File: src/logic/memmap_pkg.sv
`default_nettype none
package memmap_pkg;
  localparam int PC_W = 11;
  localparam int PMEM_AW = 10;
  localparam logic [10:0] RESET_VECTOR = 11'h000;
  localparam logic [9:0] CAL_ADDR = 10'h3FF;
  localparam int PMEM_W = 12;
  // data space: 32 file addresses per bank, 4 banks max
  localparam int FADDR_W = 5;
  localparam logic [4:0] ADDR_INDF = 5'h00;
  localparam logic [4:0] ADDR_TMR = 5'h01;
  localparam logic [4:0] ADDR_PC_LOW = 5'h02;
  localparam logic [4:0] ADDR_STATUS = 5'h03;
  localparam logic [4:0] ADDR_FSP = 5'h04;
  localparam logic [4:0] ADDR_OSCCAL = 5'h05;
  localparam logic [4:0] ADDR_PORTB = 5'h06;
  localparam logic [4:0] ADDR_PORTC = 5'h07;
  localparam logic [4:0] SFR_COUNT_LARGE = 5'h08;
  localparam logic [4:0] SFR_COUNT_SMALL = 5'h07;
  localparam logic [4:0] UNBANKED_END = 5'h10;
  localparam int GPR_DEPTH = 128;
  // status bit positions
  localparam int ST_C = 0;
  localparam int ST_DC = 1;
  localparam int ST_Z = 2;
  localparam int ST_PD = 3;
  localparam int ST_TO = 4;
  localparam int ST_PA0 = 5;
  localparam logic [7:0] STATUS_RESET = 8'h18;
  localparam logic [7:0] FSP_RESET = 8'h00;
endpackage
`default_nettype wire

File: src/logic/memory_map_and_status_reg.sv
`timescale 1ns/100ps
`default_nettype none
////////////////////////////////////////////////////////////////////////////
// Function
// RQ1: eleven-bit program counter spanning a 2K by 12 program space.
// RQ2: only low 1K words exist; higher fetch addresses wrap into them.
// RQ3: execution starts from address zero after reset.
// RQ4: last program word holds oscillator calibration; never overwritten.
// RQ5: data memory is byte register file of special and general registers.
// RQ6: large variant: 8 special, 8 unbanked, 64 banked general registers.
// RQ7: small variants: 7 special, 9 unbanked, 16 or 32 banked registers.
// RQ8: general registers reached directly or via the file select pointer.
// RQ9: special registers include timer, counter low, status, ports, pointer.
// RQ10: status holds ALU flags, reset-cause flags and page preselect.
// RQ11: any instruction may write status like any file register.
// RQ12: flag-updating instruction writes drop Z, DC, C; results used instead.
// RQ13: timeout and power-down flags ignore writes; device logic only.
// RQ14: software should alter status only by bit set, bit clear, move.
// RQ15: status register lives at data address three.
// RQ16: wrap realised by dropping the program counter top bit.
module memory_map_and_status_reg #(
  parameter bit LARGE = 1'b1,
  parameter int BANKED = 64
) (
  // clock and reset
  input wire logic i_core_clk,
  input wire logic i_rstn,
  // program counter control
  input wire logic i_pc_load,
  input wire logic [10:0] i_pc_value,
  input wire logic i_pc_step,
  // file access
  input wire logic [4:0] i_file_addr,
  input wire logic [1:0] i_bank,
  input wire logic i_file_we,
  input wire logic [7:0] i_file_wdata,
  // flag results of the executing instruction
  input wire logic i_flags_upd,
  input wire logic [2:0] i_flags_val,
  // device-logic reset-cause updates
  input wire logic i_to_set,
  input wire logic i_to_clr,
  input wire logic i_pd_set,
  input wire logic i_pd_clr,
  // external special registers
  input wire logic [7:0] i_timer_count_register,
  input wire logic [7:0] i_port_b,
  input wire logic [7:0] i_port_c,
  input wire logic [7:0] i_osc_cal,
  // outputs
  output logic [10:0] o_program_counter,
  output logic [9:0] o_pmem_addr,
  output logic [7:0] o_file_rdata,
  output logic [7:0] o_status,
  output logic [7:0] o_file_select_pointer
);
  typedef struct packed {
    logic [10:0] pc;
    logic [7:0] status;
    logic [7:0] fsp;
    logic [7:0] rdata;
  } state_t;
  state_t st_reg, st_next;
  logic [7:0] general_purpose_registers [0:memmap_pkg::GPR_DEPTH-1];
  logic [4:0] eff_addr;
  logic [1:0] eff_bank;
  logic is_gpr;
  logic [6:0] gpr_idx;
  logic [10:0] pc_next_val;

  // map file address and bank to a flat general register index
  function automatic logic [6:0] gpr_index(input logic [4:0] a,
                                           input logic [1:0] b);
    if (a < memmap_pkg::UNBANKED_END)
      gpr_index = {2'h0, a};
    else
      // 16 per bank above the unbanked 16; bank 3 must not alias slot 15
      gpr_index = {1'b0, b, a[3:0]} + 7'h10;
  endfunction

  function automatic logic sfr_hit(input logic [4:0] a);
    sfr_hit = LARGE ? (a < memmap_pkg::SFR_COUNT_LARGE)
                    : (a < memmap_pkg::SFR_COUNT_SMALL); // [RQ6] [RQ7]
  endfunction

  ////////////////////////////////////////////////////////////////////////////
  always_comb begin
    // indirect when addressing slot zero [RQ8]
    if (i_file_addr == memmap_pkg::ADDR_INDF) begin
      eff_addr = st_reg.fsp[4:0];
      eff_bank = st_reg.fsp[6:5];
    end else begin
      eff_addr = i_file_addr;
      eff_bank = i_bank;
    end
    is_gpr = !sfr_hit(eff_addr) && (eff_addr >= memmap_pkg::UNBANKED_END
             || eff_addr >= (LARGE ? memmap_pkg::SFR_COUNT_LARGE
                                   : memmap_pkg::SFR_COUNT_SMALL)); // [RQ5]
    // banked span limited by variant size
    gpr_idx = gpr_index(eff_addr,
                        eff_bank & 2'((BANKED / 16) - 1)); // [RQ7]
  end

  always_comb begin
    st_next = st_reg;
    pc_next_val = st_reg.pc + 11'h001;
    if (i_pc_load)
      st_next.pc = i_pc_value; // [RQ1]
    else if (i_pc_step)
      st_next.pc = pc_next_val;
    if (i_file_we && eff_addr == memmap_pkg::ADDR_PC_LOW)
      st_next.pc[7:0] = i_file_wdata;
    if (i_file_we && eff_addr == memmap_pkg::ADDR_STATUS) begin
      // [RQ11] [RQ15]
      st_next.status[7:5] = i_file_wdata[7:5];
      st_next.status[2:0] = i_file_wdata[2:0];
    end
    if (i_file_we && eff_addr == memmap_pkg::ADDR_FSP)
      st_next.fsp = i_file_wdata;
    // computed flags win over the written ones [RQ12] [RQ10]
    if (i_flags_upd)
      st_next.status[2:0] = i_flags_val;
    // only device logic moves these; set wins [RQ13]
    if (i_to_clr)
      st_next.status[memmap_pkg::ST_TO] = 1'b0;
    if (i_to_set)
      st_next.status[memmap_pkg::ST_TO] = 1'b1;
    if (i_pd_clr)
      st_next.status[memmap_pkg::ST_PD] = 1'b0;
    if (i_pd_set)
      st_next.status[memmap_pkg::ST_PD] = 1'b1;
    // registered read of the special and general registers [RQ9]
    case (eff_addr)
      memmap_pkg::ADDR_INDF: st_next.rdata = 8'h00;
      memmap_pkg::ADDR_TMR: st_next.rdata = i_timer_count_register;
      memmap_pkg::ADDR_PC_LOW: st_next.rdata = st_reg.pc[7:0];
      memmap_pkg::ADDR_STATUS: st_next.rdata = st_reg.status;
      memmap_pkg::ADDR_FSP: st_next.rdata = st_reg.fsp;
      memmap_pkg::ADDR_OSCCAL: st_next.rdata = i_osc_cal;
      memmap_pkg::ADDR_PORTB: st_next.rdata = i_port_b;
      default: st_next.rdata = is_gpr ? general_purpose_registers[gpr_idx] : i_port_c;
    endcase
  end

  always_ff @(posedge i_core_clk or negedge i_rstn) begin
    if (!i_rstn) begin
      st_reg.pc <= memmap_pkg::RESET_VECTOR; // [RQ3]
      st_reg.status <= memmap_pkg::STATUS_RESET;
      st_reg.fsp <= memmap_pkg::FSP_RESET;
      st_reg.rdata <= 8'h00;
    end else begin
      st_reg <= st_next;
    end
  end

  always_ff @(posedge i_core_clk) begin
    if (i_file_we && is_gpr)
      general_purpose_registers[gpr_idx] <= i_file_wdata; // [RQ8]
  end

  // program store is external; calibration word at the top is read only
  assign o_program_counter = st_reg.pc;
  assign o_pmem_addr = st_reg.pc[9:0]; // [RQ2] [RQ16] [RQ4]
  assign o_file_rdata = st_reg.rdata;
  assign o_status = st_reg.status;
  assign o_file_select_pointer = st_reg.fsp;

  ////////////////////////////////////////////////////////////////////////////
  pc_reset_a: assert property (@(posedge i_core_clk) // [RQ3]
    $rose(i_rstn) |-> o_program_counter == 11'h000)
    else $error("pc not zero after reset");
  pmem_wrap_a: assert property (@(posedge i_core_clk) disable iff (!i_rstn)
    o_pmem_addr == o_program_counter[9:0]) // [RQ2]
    else $error("program address not wrapped");
  flags_win_a: assert property (@(posedge i_core_clk) disable iff (!i_rstn)
    i_flags_upd |=> o_status[2:0] == $past(i_flags_val)) // [RQ12]
    else $error("computed flags lost");
  to_locked_a: assert property (@(posedge i_core_clk) disable iff (!i_rstn)
    !i_to_set && !i_to_clr && !i_pd_set && !i_pd_clr
    |=> $stable(o_status[4:3])) // [RQ13]
    else $error("reset-cause flag written");
  status_wr_a: assert property (@(posedge i_core_clk) disable iff (!i_rstn)
    i_file_we && eff_addr == 5'h03 |=>
    o_status[7:5] == $past(i_file_wdata[7:5])) // [RQ11]
    else $error("status write lost");
  pc_step_a: assert property (@(posedge i_core_clk) disable iff (!i_rstn)
    i_pc_step && !i_pc_load && !i_file_we |=>
    o_program_counter == $past(o_program_counter) + 11'h001) // [RQ1]
    else $error("pc did not step");
endmodule // memory_map_and_status_reg
`default_nettype wire

File: config.mk
export PLATFORM = sky130hd
export DESIGN_NAME = memory_map_and_status_reg
export DESIGN_NICKNAME = d
export VERILOG_FILES = /design/src/logic/memmap_pkg.sv /design/src/logic/memory_map_and_status_reg.sv
export SDC_FILE = /design/constraint.sdc
export NUM_CORES = 1
export LEC_CHECK = 0
export BUFFER_PORTS_ARGS = -buffer_cell sky130_fd_sc_hd__buf_2
export CORE_ASPECT_RATIO = 1.2
export CORE_MARGIN = 4
export CORE_UTILIZATION = 40
export DETAILED_ROUTE_END_ITERATION = 7
export PLACE_DENSITY = 0.6
export SLEW_MARGIN = 25
export SYNTH_ARGS = -nofsm -noshare
export SYNTH_HDL_FRONTEND = slang
export SYNTH_SLANG_ARGS = --single-unit
export TNS_END_PERCENT = 5
File: constraint.sdc
create_clock -name i_core_clk -period 8.5 [get_ports i_core_clk]
set_clock_uncertainty 0.15 [all_clocks]
set_input_delay 1.275 -clock i_core_clk [delete_from_list [all_inputs] [get_ports i_core_clk]]
set_output_delay 1.275 -clock i_core_clk [all_outputs]
set_load 0.02 [all_outputs]
# After elaboration in Yosys (flattened, before gate mapping)
# Memory sizes are Yosys's and may differ from the RTL's.
# Cells that the tools add are included.
# word_totals
register_bits,35
ram_bits,1024
output_inout_bits,45
wordCells,51
n_memories,1
# memory_table
name,depth,width,read_ports,rd_clocked_by_memory_dff,write_ports,line_no,rtl
general_purpose_registers,128,8,1,0,1,memory_map_and_status_reg.sv:64,logic [7:0] general_purpose_registers [0:memmap_pkg::GPR_DEPTH-1];
# classes
n_addsub,2
magnitude_cmp,4
n_eq_ne,6
mux,16
n_reduce_logical,14
# ops
operator,n
$pmux 8 s7,1
$mux 11,2
$mux 8,2
$eq 5x3->1 const B,3
$add 11x1->11 const B,1
$eq 5x2->1 const B,2
$logic_not 5->1,2
$reduce_bool 2->1,4
$add 6x5->7 const B,1
$mux 7,1
$mux 1,6
$mux 3,2
$eq 5x1->1 const B,1
$ge 5x4->1 const B,1
$ge 5x5->1 const B,1
$logic_and 1x1->1,5
$lt 5x4->1 const B,1
$lt 5x5->1 const B,1
$mux 5,1
$reduce_bool 3->1,1
$mux 2,1
$logic_not 1->1,1
$logic_or 1x1->1,1

# Depth between registers and ports, before layout
# depth
word_depth,8
ltp_mapped,15
ltp_nobuf,10

# Worst setup path before layout
# OpenSTA, ideal clock, no wires.
# synth_timing
path_type,input port to flip-flop
startpoint,input port i_file_addr[3]
endpoint,"memory general_purpose_registers[29][0], enable pin"
setup_ns,0.370
t_arrival_ns,3.630
required_time_ns,7.980
setup_slack_ns,4.349
stages,9
path_buffers,4
cell_sequence,buf_4 or3b_2 o21a_1 clkbuf_1 nor2_2 clkbuf_1 nand2_1 clkbuf_1 nor2_1
# synth_via
elab_chain_cells,8
elab_cells_between_ends,15
classes_between,add/sub (1); order compare (4); mux (5); reduce/logical (5)
# synth_lines
element,line_no,rtl
"start, declared",memory_map_and_status_reg.sv:33,"input wire logic [4:0] i_file_addr,"
$logic_not 5->1,memory_map_and_status_reg.sv:89,if (i_file_addr == memmap_pkg::ADDR_INDF) begin
$mux 5,memory_map_and_status_reg.sv:89,
$lt 5x4->1 (tied with other cells),memory_map_and_status_reg.sv:82,sfr_hit = LARGE ? (a < memmap_pkg::SFR_COUNT_LARGE)
$logic_not 1->1 / $logic_or 1x1->1 (equally long branches),"memory_map_and_status_reg.sv:96, memory_map_and_status_reg.sv:97",
$logic_and 1x1->1,memory_map_and_status_reg.sv:96,is_gpr = !sfr_hit(eff_addr) && (eff_addr >= memmap_pkg::UNBANKED_END
$logic_and 1x1->1,memory_map_and_status_reg.sv:157,if (i_file_we && is_gpr)
$mux 1,memory_map_and_status_reg.sv:157,
$mux 1 (implied by the code),memory_map_and_status_reg.sv:158,general_purpose_registers[gpr_idx] <= i_file_wdata;
"end, declared",memory_map_and_status_reg.sv:64,
# Several ways; a longest one is shown, not always the timed one.

==> metrics.cfg <==
[yosys]
library_cell_occupying_the_most_area_in_the_post_synthesis_netlist=sky130_fd_sc_hd__edfxtp_1
syn_avg_cell_area_um2=16.4
synth_nets=2649
synth-main-ff-cell=sky130_fd_sc_hd__edfxtp_1
ys_seq_elements=1059
synth_top_cells_by_area=sky130_fd_sc_hd__edfxtp_1, sky130_fd_sc_hd__mux4_2, sky130_fd_sc_hd__nand2_1
synth_sequential_area_ratio_pct=74.7
synth_top_cell_area_share_pct=72.6
synth_common_cells=sky130_fd_sc_hd__edfxtp_1, sky130_fd_sc_hd__nand2_1, sky130_fd_sc_hd__nor2_1
ys_async_sr_fraction_pct=3.31
synth_most_common_cell=sky130_fd_sc_hd__edfxtp_1
synth_cell_type_count=65
synth_area_um2=42300
synthesized_instance_count=2576
synth-edff-count=1024
yosys_warnings=0

[sta]
post-route-min-period_ps=5130
final_hold_viol_count=0
setup_viol=0
finalCritPeriodShare_pct=60.3
rsz0062_at_grt=false
achievable-frequency_ghz=0.195
timing.slew.headroom_pct=25.8
measured_slew_at_the_worst_slew_check_pin_ps=1110
setup_tns_ps=0
hold_slack_ps=393
slew_limit_fails=0

[setup_path]
timing.critical_path.required_ps=8890
critical_path_class=in -> reg
critical_path.endpoint_type=flop
worstPathMaxFanout=45
cp_data_arrival_time_ps=5520
timing.critical_path.mode_cell=sky130_fd_sc_hd__mux4_2
worstPathCellList=buf_2, nor4b_2, a21o_4, buf_4, mux4_2, mux4_2, nand2_1, a21oi_1, nor4_1, o21ai_1
critPathMaxStageDelay_ps=680
worstRegToRegCells=9
crit_start_category=input port
crit_slowest_cell=sky130_fd_sc_hd__buf_4

[placement]
detailedPlacementHpwl_um=78300
globalplace.congestion=0.911
placed_cell_area_um2=44500
numPortBuffers=115
dp.cells=3981

[global_route]
met1_usage_pct=29.3
first_pass_grt_wire_length_um=179000
global_route.peak_usage_layer=met2
globalRouteMet3Util_pct=4.64
grt_max_degree=81
grt_use_total_pct=22.0
number_of_antenna_violations_at_the_first_check_in_global_routing=8
globalRouteMet2Util_pct=35.4
globalRoute.totalOverflow=0
number_of_global_route_vias_before_repair=24500

[floorplan]
floorplan.io_pins=116
die-area_um2=111000
std_cell_rows=130
die_height_um=364
core_um2=105000
die_x_um=305
start_util_pct=40.3

[clock_network]
count_of_hold_buffers_inserted_by_post_cts_repair=0
cts.repair.resized=0
path_clk_slew_ps=70
cts.path.max_buffers=3
clock_insertion_delay_worst_skew_ps=690
number_of_clock_sinks=1059
post-cts-setup-buffers=0
cts-htree-levels=3
cts-buffers-inserted=99
ctsRootBufferMaster=sky130_fd_sc_hd__clkbuf_16
cts_tree=yes

[route]
drt-pass1-iter-count=5
route.detailed.drc=0
dr.first_iter.drc_count=3478
routed_antenna_nets=0
final_wirelength_um=125000
route.detailed.vias_per_inst=6.02
route.detailed.wl_per_inst_um=30.0
vias=25100

[power]
pwr_density_cell_nw_per_um2=230
leakage_power_summed_over_all_cells_nw=15.3
vdd_ir_drop_max_v=0.000159

[cells_and_area]
design.final.nets=2769
layout-drive-gt1-share_pct=18.7
design_area_um2=47700
final_cell_count_no_fill=4168
area.growth.synth_to_final_pct=12.8

[flow_run]
timing.max_cap.violations=0

[min_path]
worst_hold_path_type=reg -> reg
min_delay_path_depth=1

[outcome]
status=finished, final reports clean

-- sequential cells by signal, summed over array words and instances, names as in the netlist --
name	cells
general_purpose_registers	1024
o_program_counter	11
o_file_rdata	8
o_file_select_pointer	8
o_status	8
-- through the flow --
step           total power, mW  utilization (%)  setup slack [ps]
6_report                  11.0             45.5              3370
5_1_grt                   11.3             45.5              3280
4_1_cts                   11.0             45.5              3490
3_5_place_dp              6.66             42.4              2760
3_3_place_gp              6.65             42.4              2630
2_1_floorplan             6.28                -              4350
-- power breakdown --
group	switching [mW]	total, mW	internal, mW
Sequential	0.0499	5.81	5.76
Combinational	0.533	0.748	0.216
Clock	1.99	4.41	2.43
Total	2.57	11.0	8.41
-- final timing paths --
check | slack [ps] | to | start
worst min-delay path | 390 | o_status[4] | o_status[4]
worst min register to register | 390 | o_status[4] | o_status[4]
min in group asynchronous | 580 | o_file_rdata[2] | i_rstn
max in group asynchronous | 7020 | o_file_select_pointer[0] | i_rstn
worst max register to register | 3710 | o_file_rdata[7] | o_file_select_pointer[1]
worst max-delay path | 3370 | o_file_rdata[7] | i_file_addr[0]
-- cell usage in the layout, fill, tap and decap left out, types with 11 or more instances in the layout --
cell type	Yosys	final
sky130_fd_sc_hd__a211oi_1	28	28
sky130_fd_sc_hd__mux2i_1	78	78
sky130_fd_sc_hd__nand4_1	18	18
sky130_fd_sc_hd__o2111ai_1	25	25
sky130_fd_sc_hd__nor2_1	174	168
sky130_fd_sc_hd__nor2b_1	11	11
sky130_fd_sc_hd__nand3_1	101	101
sky130_fd_sc_hd__and3_1	15	15
sky130_fd_sc_hd__buf_2	52	107
sky130_fd_sc_hd__o21ai_0	54	53
sky130_fd_sc_hd__a2111oi_0	13	12
sky130_fd_sc_hd__edfxtp_1	1024	1024
sky130_fd_sc_hd__clkinv_2	0	20
sky130_fd_sc_hd__a221oi_1	30	30
sky130_fd_sc_hd__mux2_2	13	13
sky130_fd_sc_hd__a31oi_1	20	19
sky130_fd_sc_hd__clkbuf_1	72	15
sky130_fd_sc_hd__mux4_2	142	142
sky130_fd_sc_hd__a21oi_1	118	117
sky130_fd_sc_hd__a22oi_1	47	47
sky130_fd_sc_hd__o22ai_1	12	12
sky130_fd_sc_hd__clkinv_1	0	20
sky130_fd_sc_hd__buf_4	25	70
sky130_fd_sc_hd__dfrtp_1	33	33
sky130_fd_sc_hd__clkbuf_16	0	99
sky130_fd_sc_hd__nand2_1	356	348
-- worst max-delay path, delay by kind of cell --
family	cells	cell delay (ps)
and+or+nand+nor	3	1490
AOI/OAI and AO/OA	3	860
muxes	2	920
buffers and inverters	2	900
-- final cells by class --
cell class              count  area (µm²)
diodes                      3        7.51
multi-input cells        1345        9960
well taps                1386        1730
flip-flops and latches   1059       31600
repair buffers            181        1140
clock inverters            68         673
clock buffers             116        2560
inverters                  10        37.5
fillers                  8936       57200
-- routing by layer --
| metal | vias to the layer above | wire length, µm |
|---|---|---|
| met3 | 283 | 12500 |
| met2 | 1571 | 59600 |
| met1 | 12800 | 47300 |
| met4 | 6 | 5650 |
| met5 | - | 41 |
| li1 | 10400 | - |
-- cell families (layout without fill, tap and decap cells) --
logic type,after synthesis,in the layout,synth area share (%)
buf+inv,172,375,2.04
other cells,0,3,0
simple gates,705,705,7.04
compound gates,396,396,6.21
flops,1059,1059,74.7
xor+xnor,9,9,0.186
mux,233,233,9.74
fa+ha+maj,2,2,0.0591
Power figures use the tool's default switching activity.
